$ cat src/shared/wec_pkg.sv
// Shared constants for the watchdog and extended interrupt control block
package wec_pkg;

	// ****************************************
	// Register byte offsets
	// ****************************************
	localparam logic [7:0] OFF_UNLOCK_KEY  = 8'h00;
	localparam logic [7:0] OFF_AUTOCLEAR   = 8'h04;
	localparam logic [7:0] OFF_IRQ_STATUS  = 8'h08;
	localparam logic [7:0] OFF_IRQ_MASK    = 8'h0C;
	localparam logic [7:0] OFF_EXT_PENDING = 8'h10;
	localparam logic [7:0] OFF_WDCTRL      = 8'hD8;
	localparam logic [7:0] OFF_XIRQ_EN     = 8'hE8;
	localparam logic [7:0] OFF_XIRQ_PRIO   = 8'hF8;

	// ****************************************
	// Watchdog control field positions
	// ****************************************
	localparam int WDC_SMOD1     = 7;
	localparam int WDC_POR       = 6;
	localparam int WDC_IRQ_FLAG  = 3;
	localparam int WDC_RST_CAUSE = 2;
	localparam int WDC_RST_EN    = 1;
	localparam int WDC_RESTART   = 0;

	// ****************************************
	// Other field positions
	// ****************************************
	localparam int XIRQ_WDOG_BIT   = 4;
	localparam int AUTOCLEAR_LSB   = 4;
	localparam int IST_TIMEOUT     = 0;
	localparam int IST_WDOG_RESET  = 1;
	localparam int IST_WIDTH       = 2;
	localparam int EXT_IRQ_COUNT   = 4;

	// ****************************************
	// Reset values and fixed patterns
	// ****************************************
	localparam logic [7:0] XIRQ_EN_RSVD_ONES = 8'hE0;
	localparam logic [7:0] KEY_FIRST         = 8'hAA;
	localparam logic [7:0] KEY_SECOND        = 8'h55;
	localparam logic [4:0] XIRQ_RESET        = 5'h00;
	localparam logic [3:0] AUTOCLEAR_RESET   = 4'h0;
	localparam logic [1:0] IST_RESET         = 2'h0;
	localparam logic       POR_FLAG_RESET    = 1'b1;

	// ****************************************
	// Timing
	// ****************************************
	localparam int CLOCKS_PER_MACHINE_CYCLE = 4;
	localparam int UNLOCK_MACHINE_CYCLES    = 3;
	localparam int UNLOCK_WINDOW_CLOCKS     = UNLOCK_MACHINE_CYCLES * CLOCKS_PER_MACHINE_CYCLE;
	localparam int WDOG_RESET_DELAY_CLOCKS  = 512;
	localparam int WDOG_TIMEOUT_CLOCKS      = 131072;

endpackage : wec_pkg

$ cat src/wec_sync2.sv
// Two-flop synchroniser for a group of pin levels
module wec_sync2 #(
	parameter int W = 1
) (
	input  wire logic         sys_clk_i,
	input  wire logic         rst_i,
	input  wire logic [W-1:0] d_i,
	output logic      [W-1:0] q_o
);

	typedef struct packed {
		logic [W-1:0] meta;
		logic [W-1:0] sync;
	} wec_sync_s;

	wec_sync_s s;
	wec_sync_s next_s;

	always_comb begin
		next_s      = s;
		next_s.meta = d_i;
		next_s.sync = s.meta;
	end

	always_ff @(posedge sys_clk_i) begin
		if (rst_i) begin
			s <= '0;
		end else begin
			s <= next_s;
		end
	end

	assign q_o = s.sync;

endmodule : wec_sync2

$ cat src/wec_wdog_counter.sv
// Watchdog core clock counter with restart and timeout pulse
module wec_wdog_counter #(
	parameter int TIMEOUT = wec_pkg::WDOG_TIMEOUT_CLOCKS
) (
	input  wire logic sys_clk_i,
	input  wire logic rst_i,
	input  wire logic restart_i,
	output logic      timeout_o
);

	localparam int CW = $clog2(TIMEOUT + 1);
	localparam logic [CW-1:0] LAST = CW'(TIMEOUT - 1);

	typedef struct packed {
		logic [CW-1:0] count;
		logic          timeout;
	} wec_cnt_s;

	wec_cnt_s s;
	wec_cnt_s next_s;

	always_comb begin
		next_s         = s;
		next_s.timeout = 1'b0;
		if (restart_i) begin
			next_s.count = '0;
		end else if (s.count == LAST) begin
			next_s.count   = '0;
			next_s.timeout = 1'b1;
		end else begin
			next_s.count = s.count + CW'(1);
		end
	end

	always_ff @(posedge sys_clk_i) begin
		if (rst_i) begin
			s <= '0;
		end else begin
			s <= next_s;
		end
	end

	assign timeout_o = s.timeout;

endmodule : wec_wdog_counter

$ cat src/wec_top.sv
// Watchdog control with extended interrupt enable, priority and auto-clear
module wec_top #(
	parameter int WDOG_TIMEOUT = wec_pkg::WDOG_TIMEOUT_CLOCKS
) (
	input  wire logic        sys_clk_i,
	input  wire logic        rst_i,
	input  wire logic        psel_i,
	input  wire logic        penable_i,
	input  wire logic        pwrite_i,
	input  wire logic [7:0]  paddr_i,
	input  wire logic [31:0] pwdata_i,
	output logic      [31:0] prdata_o,
	output logic             pready_o,
	output logic             pslverr_o,
	input  wire logic        ext_reset_i,
	input  wire logic        power_fail_reset_i,
	input  wire logic [3:0]  ext_irq_i,
	input  wire logic [3:0]  ext_irq_service_i,
	output logic      [3:0]  ext_irq_req_o,
	output logic      [3:0]  ext_irq_prio_o,
	output logic             wdog_irq_req_o,
	output logic             wdog_irq_prio_o,
	output logic             wdog_reset_o,
	output logic             serial1_baud_double_o,
	output logic             irq_o
);

	localparam int WCW = $clog2(wec_pkg::UNLOCK_WINDOW_CLOCKS + 1);
	localparam logic [WCW-1:0] WIN_LOAD = WCW'(wec_pkg::UNLOCK_WINDOW_CLOCKS);
	localparam int RCW = $clog2(wec_pkg::WDOG_RESET_DELAY_CLOCKS);
	localparam logic [RCW-1:0] RST_DELAY_LAST = RCW'(wec_pkg::WDOG_RESET_DELAY_CLOCKS - 1);

	// ****************************************
	// State
	// ****************************************
	typedef struct packed {
		logic                    smod1;
		logic                    por;
		logic                    irq_flag;
		logic                    rst_cause;
		logic                    rst_en;
		logic                    restart;

		logic [4:0]              xirq_en;
		logic [4:0]              xirq_prio;
		logic [3:0]              autoclear;
		logic [3:0]              pending;
		logic [3:0]              irq_prev;

		logic                    key_armed;
		logic [WCW-1:0]          win_cnt;
		logic                    rst_armed;
		logic [RCW-1:0]          rst_cnt;

		logic [1:0]              ist;
		logic [1:0]              imask;

		logic [31:0]             prdata;
		logic                    pready;
		logic                    pslverr;
		logic [3:0]              ext_req;
		logic [3:0]              ext_prio;
		logic                    wdog_req;
		logic                    wdog_prio;
		logic                    wdog_reset;
		logic                    irq;
	} wec_state_s;

	wec_state_s s;
	wec_state_s next_s;

	logic [3:0] irq_sync;
	logic [1:0] rst_sync;
	logic       timeout;
	logic       counter_restart;

	// ****************************************
	// Pin synchronisers and watchdog counter
	// ****************************************
	wec_sync2 #(
		.W (4)
	) u_irq_sync (
		.sys_clk_i (sys_clk_i),
		.rst_i     (rst_i),
		.d_i       (ext_irq_i),
		.q_o       (irq_sync)
	);

	wec_sync2 #(
		.W (2)
	) u_rst_sync (
		.sys_clk_i (sys_clk_i),
		.rst_i     (rst_i),
		.d_i       ({power_fail_reset_i, ext_reset_i}),
		.q_o       (rst_sync)
	);

	assign counter_restart = s.restart | s.wdog_reset | rst_sync[0] | rst_sync[1];

	wec_wdog_counter #(
		.TIMEOUT (WDOG_TIMEOUT)
	) u_counter (
		.sys_clk_i (sys_clk_i),
		.rst_i     (rst_i),
		.restart_i (counter_restart),
		.timeout_o (timeout)
	);

	// ****************************************
	// Register read mux
	// ****************************************
	function automatic logic [7:0] wec_read(input wec_state_s st, input logic [7:0] addr);
		logic [7:0] r;
		r = 8'h00;
		case (addr)
			wec_pkg::OFF_WDCTRL: begin
				r[wec_pkg::WDC_SMOD1]     = st.smod1;
				r[wec_pkg::WDC_POR]       = st.por;
				r[wec_pkg::WDC_IRQ_FLAG]  = st.irq_flag;
				r[wec_pkg::WDC_RST_CAUSE] = st.rst_cause;
				r[wec_pkg::WDC_RST_EN]    = st.rst_en;
				r[wec_pkg::WDC_RESTART]   = st.restart;
			end
			wec_pkg::OFF_XIRQ_EN: r = wec_pkg::XIRQ_EN_RSVD_ONES | {3'h0, st.xirq_en};
			wec_pkg::OFF_XIRQ_PRIO: r = {3'h0, st.xirq_prio};
			wec_pkg::OFF_AUTOCLEAR: r = {st.autoclear, 4'h0};
			wec_pkg::OFF_IRQ_STATUS: r = {6'h00, st.ist};
			wec_pkg::OFF_IRQ_MASK: r = {6'h00, st.imask};
			wec_pkg::OFF_EXT_PENDING: r = {4'h0, st.pending};
			wec_pkg::OFF_UNLOCK_KEY: r = {7'h00, (st.win_cnt != '0)};
			default: r = 8'h00;
		endcase
		return r;
	endfunction : wec_read

	// ****************************************
	// Address decode
	// ****************************************
	function automatic logic wec_hit(input logic [7:0] addr);
		logic h;
		h = 1'b0;
		case (addr)
			wec_pkg::OFF_WDCTRL,
			wec_pkg::OFF_XIRQ_EN,
			wec_pkg::OFF_XIRQ_PRIO,
			wec_pkg::OFF_AUTOCLEAR,
			wec_pkg::OFF_IRQ_STATUS,
			wec_pkg::OFF_IRQ_MASK,
			wec_pkg::OFF_EXT_PENDING,
			wec_pkg::OFF_UNLOCK_KEY: h = 1'b1;
			default: h = 1'b0;
		endcase
		return h;
	endfunction : wec_hit

	// ****************************************
	// Next state
	// ****************************************
	logic       setup;
	logic       wr;
	logic       win_open;
	logic       key_first;
	logic       key_second;
	logic       ext_rst;
	logic       pf_rst;
	logic [7:0] wd;
	logic [3:0] rise;

	always_comb begin
		next_s            = s;
		setup             = psel_i & ~penable_i;
		wr                = psel_i & penable_i & s.pready & pwrite_i;
		win_open          = (s.win_cnt != '0);
		wd                = pwdata_i[7:0];
		key_first         = (wd == wec_pkg::KEY_FIRST);
		key_second        = (wd == wec_pkg::KEY_SECOND);
		ext_rst           = rst_sync[0];
		pf_rst            = rst_sync[1];
		rise              = irq_sync & ~s.irq_prev;
		next_s.irq_prev   = irq_sync;
		next_s.pready     = 1'b0;
		next_s.pslverr    = 1'b0;
		next_s.wdog_reset = 1'b0;
		next_s.restart    = 1'b0;

		// ****************************************
		// APB answer, no wait states
		// ****************************************
		if (setup) begin
			next_s.pready  = 1'b1;
			next_s.pslverr = ~wec_hit(paddr_i);
			next_s.prdata  = {24'h000000, wec_read(s, paddr_i)};
		end

		// ****************************************
		// Unlock window
		// ****************************************
		if (win_open) begin
			next_s.win_cnt = s.win_cnt - WCW'(1);
		end
		if (wr) begin
			next_s.key_armed = 1'b0;
			if (paddr_i == wec_pkg::OFF_UNLOCK_KEY) begin
				if (s.key_armed && key_second) begin
					next_s.win_cnt = WIN_LOAD;
				end else begin
					next_s.key_armed = key_first;
				end
			end
		end

		// ****************************************
		// Register writes
		// ****************************************
		if (wr) begin
			case (paddr_i)
				wec_pkg::OFF_WDCTRL: begin
					next_s.smod1     = wd[wec_pkg::WDC_SMOD1];
					next_s.rst_cause = wd[wec_pkg::WDC_RST_CAUSE];
					if (win_open) begin
						next_s.por      = wd[wec_pkg::WDC_POR];
						next_s.irq_flag = wd[wec_pkg::WDC_IRQ_FLAG];
						next_s.rst_en   = wd[wec_pkg::WDC_RST_EN];
						next_s.restart  = wd[wec_pkg::WDC_RESTART];
					end
				end
				wec_pkg::OFF_XIRQ_EN: next_s.xirq_en = wd[4:0];
				wec_pkg::OFF_XIRQ_PRIO: next_s.xirq_prio = wd[4:0];
				wec_pkg::OFF_AUTOCLEAR: next_s.autoclear = wd[7:4];
				wec_pkg::OFF_IRQ_STATUS: next_s.ist = s.ist & ~wd[1:0];
				wec_pkg::OFF_IRQ_MASK: next_s.imask = wd[1:0];
				wec_pkg::OFF_EXT_PENDING: next_s.pending = s.pending & ~wd[3:0];
				default: begin
				end
			endcase
		end

		// ****************************************
		// External pending flags, set wins over clear
		// ****************************************
		next_s.pending = next_s.pending & ~(ext_irq_service_i & s.autoclear);
		next_s.pending = next_s.pending | rise;

		// ****************************************
		// Watchdog timeout and delayed reset
		// ****************************************
		if (s.rst_armed) begin
			if (s.restart) begin
				next_s.rst_armed = 1'b0;
			end else if (s.rst_cnt == '0) begin
				next_s.rst_armed  = 1'b0;
				next_s.wdog_reset = 1'b1;
				next_s.rst_cause  = 1'b1;
				next_s.ist[wec_pkg::IST_WDOG_RESET] = 1'b1;
			end else begin
				next_s.rst_cnt = s.rst_cnt - RCW'(1);
			end
		end
		if (timeout) begin
			next_s.irq_flag = 1'b1;
			next_s.ist[wec_pkg::IST_TIMEOUT] = 1'b1;
			if (s.rst_en) begin
				next_s.rst_armed = 1'b1;
				next_s.rst_cnt   = RST_DELAY_LAST;
			end
		end

		// ****************************************
		// External and power-fail resets
		// ****************************************
		if (ext_rst | pf_rst) begin
			next_s.smod1      = 1'b0;
			next_s.irq_flag   = 1'b0;
			next_s.restart    = 1'b0;
			next_s.rst_armed  = 1'b0;
			next_s.key_armed  = 1'b0;
			next_s.win_cnt    = '0;
			next_s.wdog_reset = 1'b0;
		end
		if (pf_rst) begin
			next_s.rst_cause = 1'b0;
		end

		// ****************************************
		// Registered outputs
		// ****************************************
		next_s.wdog_req  = next_s.irq_flag & next_s.xirq_en[wec_pkg::XIRQ_WDOG_BIT];
		next_s.wdog_prio = next_s.xirq_prio[wec_pkg::XIRQ_WDOG_BIT];
		next_s.ext_req   = next_s.pending & next_s.xirq_en[3:0];
		next_s.ext_prio  = next_s.xirq_prio[3:0];
		next_s.irq       = |(next_s.ist & next_s.imask);
	end

	// ****************************************
	// State register, rst_i is the power-on reset
	// ****************************************
	always_ff @(posedge sys_clk_i) begin
		if (rst_i) begin
			s           <= '0;
			s.por       <= wec_pkg::POR_FLAG_RESET;
			s.rst_en    <= 1'b0;
			s.rst_cause <= 1'b0;
			s.xirq_en   <= wec_pkg::XIRQ_RESET;
			s.xirq_prio <= wec_pkg::XIRQ_RESET;
			s.autoclear <= wec_pkg::AUTOCLEAR_RESET;
			s.ist       <= wec_pkg::IST_RESET;
			s.imask     <= wec_pkg::IST_RESET;
		end else begin
			s <= next_s;
		end
	end

	// ****************************************
	// Outputs
	// ****************************************
	assign prdata_o              = s.prdata;
	assign pready_o              = s.pready;
	assign pslverr_o             = s.pslverr;
	assign ext_irq_req_o         = s.ext_req;
	assign ext_irq_prio_o        = s.ext_prio;
	assign wdog_irq_req_o        = s.wdog_req;
	assign wdog_irq_prio_o       = s.wdog_prio;
	assign wdog_reset_o          = s.wdog_reset;
	assign serial1_baud_double_o = s.smod1;
	assign irq_o                 = s.irq;

endmodule : wec_top

$ cat config.mk
export PLATFORM = sky130hd
export DESIGN_NAME = wec_top
export DESIGN_NICKNAME = d
export VERILOG_FILES = /design/src/shared/wec_pkg.sv /design/src/wec_sync2.sv /design/src/wec_wdog_counter.sv /design/src/wec_top.sv
export SDC_FILE = /design/constraint.sdc
export NUM_CORES = 1
export LEC_CHECK = 0
export ABC_CLOCK_PERIOD_IN_PS = 4150
export BUFFER_PORTS_ARGS = -buffer_cell sky130_fd_sc_hd__buf_4
export CORE_UTILIZATION = 40
export CTS_CLUSTER_DIAMETER = 150
export DETAILED_ROUTE_END_ITERATION = 10
export PLACE_DENSITY = 0.64
export SYNTH_ARGS = -nofsm -noshare
export SYNTH_HDL_FRONTEND = slang
export SYNTH_HIERARCHICAL = 1
export SYNTH_SLANG_ARGS = --single-unit
$ cat constraint.sdc
create_clock -name sys_clk_i -period 4.15 [get_ports sys_clk_i]
set_clock_uncertainty 0.05 [all_clocks]
set_input_delay 0.415 -clock sys_clk_i [delete_from_list [all_inputs] [get_ports sys_clk_i]]
set_output_delay 0.415 -clock sys_clk_i [all_outputs]
set_load 0.02 [all_outputs]
# --- After elaboration in Yosys (flattened, before gate mapping) ---
# Index checks and enable logic that the tools add are counted.
classes:
  add_sub_neg: 3
  eq_ne: 10
  n_mux: 38
  n_bitwise: 28
  reduce_logical: 16
op_table:
  columns: ["cell", "n"]
  rows:
  - ["8-bit == test (second input constant)", 4]
  - ["10-bit 2-to-1 mux", 3]
  - ["4-bit 2-to-1 mux", 7]
  - ["4-bit one-hot mux with 7 select lines", 1]
  - ["22-bit 2-to-1 mux", 1]
  - ["4-bit AND", 5]
  - ["18-bit by 1-bit adder with 18-bit output (second input constant)", 1]
  - ["18-bit by 17-bit == test with 1-bit output (second input constant)", 1]
  - ["8-bit by 4-bit == test with 1-bit output (second input constant)", 2]
  - ["1-bit 2-to-1 mux", 15]
  - ["5-bit 2-to-1 mux", 3]
  - ["4-bit NOT", 3]
  - ["2-bit one-hot mux with 3 select lines", 2]
  - ["11-bit 2-to-1 mux", 1]
  - ["2-bit OR reduction", 5]
  - ["9-bit zero test", 1]
  - ["9-bit 2-to-1 mux", 1]
  - ["9-bit by 1-bit subtractor with 9-bit output (second input constant)", 1]
  - ["8-bit by 3-bit == test with 1-bit output (second input constant)", 1]
  - ["8-bit by 5-bit == test with 1-bit output (second input constant)", 1]
  - ["8-bit by 7-bit == test with 1-bit output (second input constant)", 1]
  - ["8-bit zero test", 1]
  - ["2-bit 2-to-1 mux", 4]
  - ["8-bit OR reduction", 1]
  - ["14 further kinds", 29]
totals:
  reg_bits: 100
  inputBits: 55
  out_inout_bits: 47
  word_cells: 127

# --- Depth between registers and ports, before layout ---
# Gate-level depths: netlist (run 1).
logic_depth:
  depth_word: 9
  depth_mapped: 7
  mapped_depth_nobuf: 6

# --- Cells and area by module ---
# Netlist (run 1), hierarchy kept.
modules_own_cells:
  columns: ["module", "n_inst", "cells_per_inst", "area_each_um2", "seq_area_each_um2"]
  rows:
  - ["wec_top", 1, 368, 3276.9, 1281.2]
  - ["wec_wdog_counter", 1, 93, 827.0, 380.4]
  - ["wec_sync2 (u_irq_sync)", 1, 16, 210.2, 160.2]
  - ["wec_sync2 (u_rst_sync)", 1, 8, 105.1, 80.1]

# --- Worst setup path after synthesis (run 1) ---
# Ideal clock, no wire load.
synth_path:
  path_type: "in2reg"
  start: "input port paddr_i[2]"
  end: "register s, in the netlist wdog_irq_req_o"
  setup_ps: 86
  arrival_ps: 1811
  t_required_ps: 4014
  path_slack_ps: 2204
  path_stages: 7
  n_path_buf: 3
  path_cell_list: "buf_4 and4b_1 clkbuf_2 and4b_1 clkbuf_1 mux2_2 a211oi_1"
synth_via:
  elab_chain_cells: 6
  word_cells_on_any_way: 8
  cone_classes: "2 x eq/ne; 5 x mux; 1 x bitwise"
synth_lines:
  columns: ["element", "line_no", "source"]
  rows:
  - ["from (decl)", "wec_top.sv:10", "input wire logic [7:0] paddr_i,"]
  - ["8-bit == test", "wec_top.sv:216", "case (paddr_i)"]
  - ["4-bit 2-to-1 mux", "wec_top.sv:216", null]
  - ["22-bit 2-to-1 mux (*)", "wec_top.sv:215", "if (wr) begin"]
  - ["1-bit 2-to-1 mux", "wec_top.sv:259", "if (timeout) begin"]
  - ["1-bit 2-to-1 mux", "wec_top.sv:271", "if (ext_rst | pf_rst) begin"]
  - ["1-bit AND (*)", "wec_top.sv:287", "next_s.wdog_req = next_s.irq_flag & next_s.xirq_en[wec_pkg::XIRQ_WDOG_BIT];"]
  - ["to (signal assigned)", "wec_top.sv:309", "s <= next_s;"]
  - ["to (decl)", "wec_top.sv:69", "wec_state_s s;"]
# Mark *: on every way between the ends. The rest lies on a longest branch, timed or not.
# A chain may end at the register's enable or synchronous reset.

# --- Worst setup path after layout (run 1) ---
layout_path:
  start: "register s[60] in the netlist's numbering"
  end: "register s, in the netlist wdog_irq_req_o"
layout_via:
  elab_chain_cells: 7
layout_lines:
  columns: ["element", "line_no", "source"]
  rows:
  - ["4-bit nonzero test", "wec_top.sv:173", "win_open = (s.win_cnt != '0);"]
  - ["1-bit 2-to-1 mux", "wec_top.sv:220", "if (win_open) begin"]
  - ["4-bit 2-to-1 mux", "wec_top.sv:216", null]
  - ["22-bit 2-to-1 mux", "wec_top.sv:215", null]
  - ["1-bit 2-to-1 mux", "wec_top.sv:259", null]
  - ["1-bit 2-to-1 mux", "wec_top.sv:271", null]
  - ["1-bit AND", "wec_top.sv:287", null]
# No other way between the ends.

==> results.cfg, run 1 <==
[pwr]
pwr-share-seq_pct = 56.0
clock_power_share_pct = 31.7
switching_share_pct = 26.8
p_int_mw = 1.25
power.switching_uw = 458
peakVddDrop_mv = 0.180
comb_power_share_pct = 12.3
p_leak_nw = 1.86
powerDensity_nw_per_um2 = 351

[logic_synthesis]
synth-edff-count = 0
syn_avg_cell_area_um2 = 9.11
synth_cell_type_count = 62
synth_seq_cells = 95
synth_cells = 485
synthArstFlopShare_pct = 0
synthesis.area_um2 = 4420
synth_flop_cell = dfxtp_1
ys_seq_area_share_pct = 43.0
yosys_warnings = 6

[grt]
overflow = 0
grt_max_degree = 62
grt_pass1_vias = 3188
grt_use_total_pct = 17.8
grt_pass1_wl_um = 15900
grt_antenna_before_repair = 0

[layout]
nFillCells = 1078
syn_to_final_growth_pct = 9.94
fin_util_pct = 45.0
ff_latch_area_um2 = 1900
n_antenna_cell = 0
fin_cells = 656
design_area_um2 = 4860
final_common_cell = dfxtp_1
multi_input_area_um2 = 2180
mostFrequentLayoutCells = 95 x dfxtp_1, 53 x buf_4, 47 x nor2_1, 25 x a21oi_1, 24 x conb_1
drive_above_1_share_pct = 16.3
nNetsFinal = 570

[clock_network]
cts_sinks = 95
numCtsBuffers = 9
insertion_delay_ns = 0.35
clkTransAtPathRegs_ns = 0.09
clockBufferDepth = 2
cts_setup_buffers = 0
post_cts_resized = 0
cts_tree = done
postCtsHoldBufs = 0
cts_root_buf = clkbuf_8
cts-htree-levels = 3

[route]
wire_per_inst_um = 14.7
vias_per_cell = 5.31
drcViolationCount = 0
firstDrtPassIters = 4
drt-initial-drc-count = 123
wirelength_um = 9670
ant_nets = 0
num_vias = 3484

[sta]
fmax_ghz = 0.430
hold_ws_ns = 0.215
rsz0062_at_grt = no
final.setup.tns_ns = 0
hold_viol_final = 0
setup_viol = 0
fin_crit_sh_pct = 56.0
drv_slew = 0
relSlewSlack_pct = 53.3
min_period_ns = 2.33
tightestPinTransition_ns = 0.696

[setup_path]
arrival_ns = 2.50
critPathCaptureType = flip-flop
reg2reg_slack_ns = 1.82
critPathKind = reg2reg
critical_path.max_stage_delay_ns = 0.56
cp_slowest_cell = nor3b_1
r2r-start = s[60]
startpoint = s[60]
crit_family = simple AND/OR/NAND/NOR gates
required_ns = 4.33
path_buf_inv = 1
worstSetupStartpointType = flip-flop
crit_chain = inv_1 -> ha_1 -> nor3b_1 -> and4b_1 -> mux2_2 -> a211oi_1
worst-path-max-fanout = 5

[die]
rows = 38
coreArea_um2 = 10800
die_height_um = 107
dieArea_um2 = 11500
start_util_pct = 40.9
io_pins = 102
die_w_um = 107

[placement]
place_hpwl_um = 6980
placed_cells = 640
portBuffers = 53
postPlaceCellArea_um2 = 4690
finalWeightedCongestion = 0.876

[min_path]
hp-class = in2reg
min-delay-start = ext_irq_i[1]

[run_status]
status = complete, no violations

[flow_run]
drv_cap = 0
-- state kept, by name (all words and copies together), names as in the netlist, 2 cells and up --
name,cells
u_irq_sync/next_s,4
prdata_o,8
ext_irq_req_o,4
s,46
u_counter/s,18
u_rst_sync/next_s,2
u_irq_sync/q_o,4
u_rst_sync/q_o,2
-- metal layers --
layer / part of all wire (%) / global-route usage, % / up-vias / wire length [um]
li1: - / - / 1720 / -
met1: 47 / 23.4 / 1655 / 4540
met2: 47 / 29.3 / 102 / 4570
met3: 5.1 / 3.34 / 7 / 494
met4: 0.77 / 5.68 / 0 / 74
met5: 0 / 0 / - / 0
-- layout make-up --
| class | count | area share (%) |
|---|---|---|
| clock buffers | 12 | 2.78 |
| clock inverters | 4 | 0.644 |
| inverters | 10 | 0.773 |
| multi-input cells | 342 | 44.9 |
| flip-flops and latches | 95 | 39.1 |
| well taps | 140 | 3.61 |
| repair buffers | 53 | 8.19 |
-- worst paths after layout --
path / to / cells past startpoint
setup / recovery: wdog_irq_req_o / 6
hold / removal: u_irq_sync/next_s[1] / 2
setup reg to reg: wdog_irq_req_o / 6
hold reg to reg: u_rst_sync/q_o[1] / 1
-- synthesized netlist by cell type (all sizes together), types with 5 or more instances --
cell type	number	share of area (%)
dfxtp	95	43
nor2	47	4.0
buf	45	7.4
a21oi	25	2.8
nor2b	21	3.0
nand2	19	1.6
nand3	18	2.2
clkbuf	16	1.4
nand2b	14	2.0
nand4	14	2.3
mux2i	13	2.9
o21ai	13	1.6
xnor2	11	2.2
inv	10	0.85
nor3	10	1.1
xor2	10	2.0
or4	9	1.8
nor4	8	1.3
a22oi	6	1.0
and3	6	0.85
a211oi	5	0.85
a221o	5	1.1
mux2	5	1.3
-- stage by stage --
| step | setup slack, ns | power [mW] |
|---|---|---|
| 2_1_floorplan | 2.20 | 1.14 |
| 3_3_place_gp | 1.83 | 1.18 |
| 3_5_place_dp | 1.82 | 1.19 |
| 4_1_cts | 1.85 | 1.73 |
| 5_1_grt | 1.71 | 1.79 |
| 6_report | 1.82 | 1.71 |
-- cells by family (layout without fill, tap and decap cells) --
family,count (synthesis),after routing,share of synthesized area (%)
xor+xnor,21,21,4.16
mux,18,18,4.22
flops,95,95,43.0
simple gates,192,192,24.9
fa+ha+maj,4,4,1.13
other cells,1,24,0.0849
compound gates,83,83,12.9
buf+inv,71,79,9.60
-- power by group through the flow --
stage / Sequential [mW] / Clock (mW) / Combinational, mW
after detailed placement: 0.977 / 0 / 0.210
after global placement: 0.976 / 0 / 0.206
after CTS: 0.956 / 0.560 / 0.211
final: 0.955 / 0.540 / 0.210
after global routing: 0.959 / 0.597 / 0.237
after floorplan: 0.974 / 0 / 0.168
No activity file was read; power rests on OpenSTA's default activity.
==> run 2, diff against run 1 <==
ABC_AREA = 1   (was default)
ABC_CLOCK_PERIOD_IN_PS = 2200   (was 4150)
clock period = 2.2 ns   (was 4.15 ns; I/O delays follow)
==> run 2 against run 1 <==
Non-clock buffer count rose by 4. Setup slack worse by 1.3 ns. Sequential power increased by 83%. Worst hold slack worse by 0.19 ns. Die area is 4.0% higher. Sequential share of layout area fell by 2.6 points. Global-route usage rose by 0.11 points. Power up 100%. Largest power group unchanged. Highest routed layer unchanged.
==> results.cfg, run 2 <==
[pwr]
comb_power_share_pct = 6.3
p_total_mw = 3.44
clock_power_share_pct = 42.8
power.switching_uw = 824
switching_share_pct = 23.9
powerDensity_nw_per_um2 = 661
p_int_mw = 2.62
peakVddDrop_mv = 0.410
p_leak_nw = 2.35
pwr-share-seq_pct = 50.9

[sta]
final.setup.tns_ns = 0
hold_ws_ns = 0.0248
fmax_ghz = 0.588
setup_viol = 0
hold_viol_final = 0
setup_ws_ns = 0.499
fin_crit_sh_pct = 77.3
rsz0062_at_grt = no
drv_slew = 0
min_period_ns = 1.70

[logic_synthesis]
synth-edff-count = 0
ys_seq_area_share_pct = 41.3
yosysTopAreaCellShare_pct = 41.3
syn_avg_cell_area_um2 = 7.02
synth_top_area_cell = dfxtp_1
synth_area_leaders = dfxtp_1 41%, nand2_1 9.6%, nor2_1 8.5%, inv_1 8.0%, buf_4 6.9%
synth_most_common_cell = nand2_1
synth_commonest_cells = 118 x nand2_1, 104 x nor2_1, 98 x inv_1, 95 x dfxtp_1, 51 x nand3_1
synth_cells = 655
synthesis.area_um2 = 4600
synth_flop_cell = dfxtp_1
synth_seq_cells = 95
synth_cell_type_count = 38
yosys_warnings = 6
synthArstFlopShare_pct = 0

[layout]
syn_to_final_growth_pct = 13.3
design_area_um2 = 5210
nNetsFinal = 755
final_common_cell = nand2_1
n_antenna_cell = 0
drive_above_1_share_pct = 13.6
mostFrequentLayoutCells = 118 x nand2_1, 104 x nor2_1, 98 x inv_1, 95 x dfxtp_1, 57 x buf_4
regMostFlops = s
nFillCells = 1141
ff_latch_area_um2 = 1900
multi_input_area_um2 = 2040
largest_reg_flops = 46

[clock_network]
cts_root_buf = clkbuf_16
clockBufferDepth = 2
post_cts_resized = 0
numCtsBuffers = 9
cts_tree = done
cts_setup_buffers = 0
cts_sinks = 95
postCtsHoldBufs = 0
clkTransAtPathRegs_ns = 0.06
insertion_delay_ns = 0.35
cts-htree-levels = 3

[setup_path]
crit_chain = nand4_2 -> clkinv_1 -> nand2_1 -> nor2_1 -> o32ai_1 -> nand2_1 -> inv_1
path_buf_inv = 2
cp_slowest_cell = dfxtp_1
cp_common_cell = nand2_1
worstSetupStartpointType = flip-flop
required_ns = 2.40
arrival_ns = 1.90
critical_path.max_stage_delay_ns = 0.36
cp.depth = 7
reg2reg_depth = 7
crit_family = simple AND/OR/NAND/NOR gates
critPathCaptureType = flip-flop
worst-path-max-fanout = 8
critPathKind = reg2reg

[min_path]
whs_path_depth = 3
hp-class = in2reg

[die]
io_pins = 102
die_w_um = 109
rows = 38
dieArea_um2 = 11900
die_height_um = 109
coreArea_um2 = 11000
start_util_pct = 41.7

[run_status]
status = complete, no violations

[route]
wirelength_um = 10100
drt-initial-drc-count = 192
wire_per_inst_um = 12.0
drcViolationCount = 0
firstDrtPassIters = 5
num_vias = 4053
vias_per_cell = 4.82
ant_nets = 0

[grt]
grt_use_total_pct = 17.9
grt_antenna_before_repair = 0
grt_pass1_vias = 3610
grt_max_degree = 37
grt_pass1_wl_um = 16500
overflow = 0

[placement]
place_hpwl_um = 7670
postPlaceCellArea_um2 = 4930
finalWeightedCongestion = 0.908
post-place-ws_ns = 0.527
portBuffers = 53

[flow_run]
drv_cap = 0
## run 2: worst register-to-register path, stage by stage (launching register included)
cell and delay (ns):
dfxtp_1 0.36, nand4_2 0.32, clkinv_1 0.32, nand2_1 0.16, nor2_1 0.17, o32ai_1 0.11, nand2_1 0.08, inv_1 0.04
## run 2: path summary, 6_finish.rpt
kind / startpoint / endpoint / slack, ns
max: pready_o / ext_irq_req_o[1] / 0.50
min: ext_irq_i[0] / u_irq_sync/next_s[0] / 0.02
max reg2reg: pready_o / ext_irq_req_o[1] / 0.50
min reg2reg: u_irq_sync/next_s[0] / u_irq_sync/q_o[0] / 0.35
## run 2: kinds of logic (layout without fill, tap and decap cells)
| family | Yosys count | in the layout | share of synthesized area [%] |
|---|---|---|---|
| simple gates | 318 | 318 | 30.3 |
| buf+inv | 153 | 176 | 16.3 |
| flops | 95 | 95 | 41.3 |
| compound gates | 71 | 71 | 8.41 |
| xor+xnor | 13 | 13 | 2.48 |
| fa+ha+maj | 4 | 4 | 1.09 |
| other cells | 1 | 24 | 0.0815 |
## run 2: stage by stage
| stage | util (%) | instances |
|---|---|---|
| after floorplan | - | 678 |
| after global placement | 44.7 | 825 |
| after detailed placement | 44.7 | 825 |
| after CTS | 47.2 | 841 |
| after global routing | 47.2 | 841 |
| final | 47.2 | 841 |
## run 2: area by class of cell
type	instances	share of cell area [%]
Timing Repair Buffer	57	8.21
Sequential cell	95	36.5
Clock buffer	11	4.66
Inverter	103	7.42
Tap cell	140	3.36
Clock inverter	5	0.768
Multi-Input combinational cell	430	39.1
## run 2: per-layer routing
layer / share of wire [%] / GRT usage, % / vias to the layer above
li1: - / - / 2074
met1: 47 / 23.6 / 1850
met2: 46 / 28.5 / 121
met3: 6.1 / 4.18 / 8
met4: 0.89 / 6.19 / 0
met5: 0 / 0 / -
## run 2: power groups by stage
stage | Clock [mW] | Sequential (mW) | Combinational (mW)
global route | 1.59 | 1.75 | 0.242
global placement | 0 | 1.79 | 0.210
finish | 1.47 | 1.75 | 0.216
CTS | 1.51 | 1.75 | 0.215
detailed placement | 0 | 1.79 | 0.215
floorplan | 0 | 1.79 | 0.166
==> run 3, diff against run 2 <==
ABC_CLOCK_PERIOD_IN_PS = 1600   (was 2200)
clock period = 1.6 ns   (was 2.2 ns; I/O delays follow)
==> run 3 against run 2 <==
Combinational power rose by 50%. Worst hold slack improved by 0.020 ns. Clock power rose by 46%. Flip-flop and latch count did not move. Design area rose by 4.6%. Sequential power rose by 38%. Setup slack got worse by 0.36 ns. Sequential share of layout area fell by 1.6 points. Critical path type unchanged.
==> results.cfg, run 3 (synthesis results as in run 2) <==
[die]
start_util_pct = 41.7
die_w_um = 109
rows = 38
dieArea_um2 = 11900
coreArea_um2 = 11000
die_height_um = 109
io_pins = 102

[layout]
n_antenna_cell = 0
regMostFlops = s
syn_to_final_growth_pct = 18.5
largest_reg_flops = 46
drive_above_1_share_pct = 16.9
mostFrequentLayoutCells = 117 x nand2_1, 101 x nor2_1, 96 x inv_1, 94 x dfxtp_1, 73 x buf_4
nFillCells = 1091
final_common_cell = nand2_1
nNetsFinal = 777

[sta]
fin_crit_sh_pct = 91.3
rsz0062_at_grt = no
min_period_ns = 1.46
setup_viol = 0
setup_ws_ns = 0.139
final.setup.tns_ns = 0
fmax_ghz = 0.684
hold_ws_ns = 0.0443
drv_slew = 0
hold_viol_final = 0

[setup_path]
reg2reg_depth = 9
critPathCaptureType = flip-flop
worstSetupStartpointType = flip-flop
cp_slowest_cell = dfxtp_1
worst-path-max-fanout = 6
path_buf_inv = 3
crit_chain = inv_1 -> ha_2 -> nand3_1 -> nor2_2 -> nor2_2 -> buf_4 -> inv_1 -> a21oi_1 -> a21oi_1
critPathKind = reg2reg
r2r-start = s[51]
critical_path.max_stage_delay_ns = 0.37
reg2reg_slack_ns = 0.14
required_ns = 1.77
crit_family = flip-flops
rr_endpoint = s[50]
arrival_ns = 1.63

[min_path]
min-delay-start = pwdata_i[5]
min_to = s[74]
hp-class = in2reg
whs_path_depth = 3

[pwr]
power.switching_mw = 1.25
p_total_mw = 4.87
switching_share_pct = 25.7
p_leak_nw = 2.46
peakVddDrop_mv = 0.757
pwr-share-seq_pct = 49.5
powerDensity_nw_per_um2 = 894
p_int_mw = 3.62
comb_power_share_pct = 6.6
clock_power_share_pct = 43.9

[clock_network]
cts_setup_buffers = 0
clkTransAtPathRegs_ns = 0.07
cts_sinks = 95
cts_root_buf = clkbuf_16
cts-htree-levels = 3
cts_tree = done
insertion_delay_ns = 0.35
clockBufferDepth = 2
numCtsBuffers = 9

[route]
ant_nets = 0
num_vias = 4038
vias_per_cell = 4.68
firstDrtPassIters = 5
drt-initial-drc-count = 300
wirelength_um = 10200
wire_per_inst_um = 11.8
drcViolationCount = 0

[grt]
overflow = 0
grt_max_degree = 36
grt_pass1_vias = 3564
grt_use_total_pct = 18.1
grt_pass1_wl_um = 16800
grt_antenna_before_repair = 0

[placement]
portBuffers = 53
finalWeightedCongestion = 0.878
post-place-ws_ns = 0.0416
place_hpwl_um = 7680

[flow_run]
drv_cap = 0

[run_status]
status = complete, no violations
-- run 3: changes by cell type in the layout (fill, tap and decap cells not counted), moves of 3 or more --
cell | previous run | this run
buf_4 | 57 | 73
nor2_1 | 104 | 101
nor2_2 | 6 | 9
dlygate4sd3_1 | 0 | 6
-- run 3: power by group through the flow --
stage	clock network [mW]	registers (mW)	logic, mW
finish	2.14	2.41	0.323
global route	2.28	2.41	0.363
CTS	2.19	2.41	0.317
detailed placement	0	2.46	0.305
global placement	0	2.46	0.299
floorplan	0	2.46	0.228
-- run 3: worst max path at each step --
stage,cells after the start,to,slack (ns),from
after global routing,8,u_counter/s[6],0.01,u_counter/s[1]
after detailed placement,9,s[50],0.04,s[50]
final,9,s[50],0.14,s[51]
after CTS,9,s[50],0.02,s[50]
after floorplan,9,s[50],0.14,s[50]
after global placement,9,s[50],0.09,s[50]
-- run 3: final cells by class --
class	count	area (um^2)	area share (%)
Multi-Input combinational cell	430	2070	38.0
Clock buffer	9	225	4.13
Timing Repair Buffer	79	608	11.2
Inverter	103	390	7.16
Clock inverter	7	73.8	1.35
Sequential cell	95	1900	34.9
Tap cell	140	175	3.21
-- run 3: per-layer routing --
metal | wire [um] | track usage, % | vias to the layer above | share of wire [%]
met5 | 0 | 0 | - | 0
met4 | 80 | 4.86 | 0 | 0.78
met3 | 536 | 3.65 | 7 | 5.2
li1 | - | - | 2112 | -
met1 | 5120 | 25.8 | 1801 | 50
met2 | 4490 | 27.9 | 118 | 44
-- run 3: worst register-to-register path: cells and delay by family (launching register included) --
| kind | cells | cell delay (ns) |
|---|---|---|
| DFF | 1 | 0.37 |
| adders and majority gates | 1 | 0.19 |
| buffers and inverters | 3 | 0.30 |
| AOI/OAI and AO/OA | 2 | 0.20 |
| and+or+nand+nor | 3 | 0.24 |
-- run 3: repair_timing --
item / 4_1_cts / 5_1_grt
resized for setup: 0 / 13
setup endpoints to repair: 0 / 25
hold endpoints to repair: 6 / 0
hold buffers: 6 / 0
-- run 3: metrics by stage --
stage               instances  util, %  cell area (um^2)
floorplan                 678        -              4690
global placement          841     45.8              5050
detailed placement        841     45.8              5050
CTS                       863     49.0              5410
global route              863     49.4              5450
finish                    863     49.4              5450
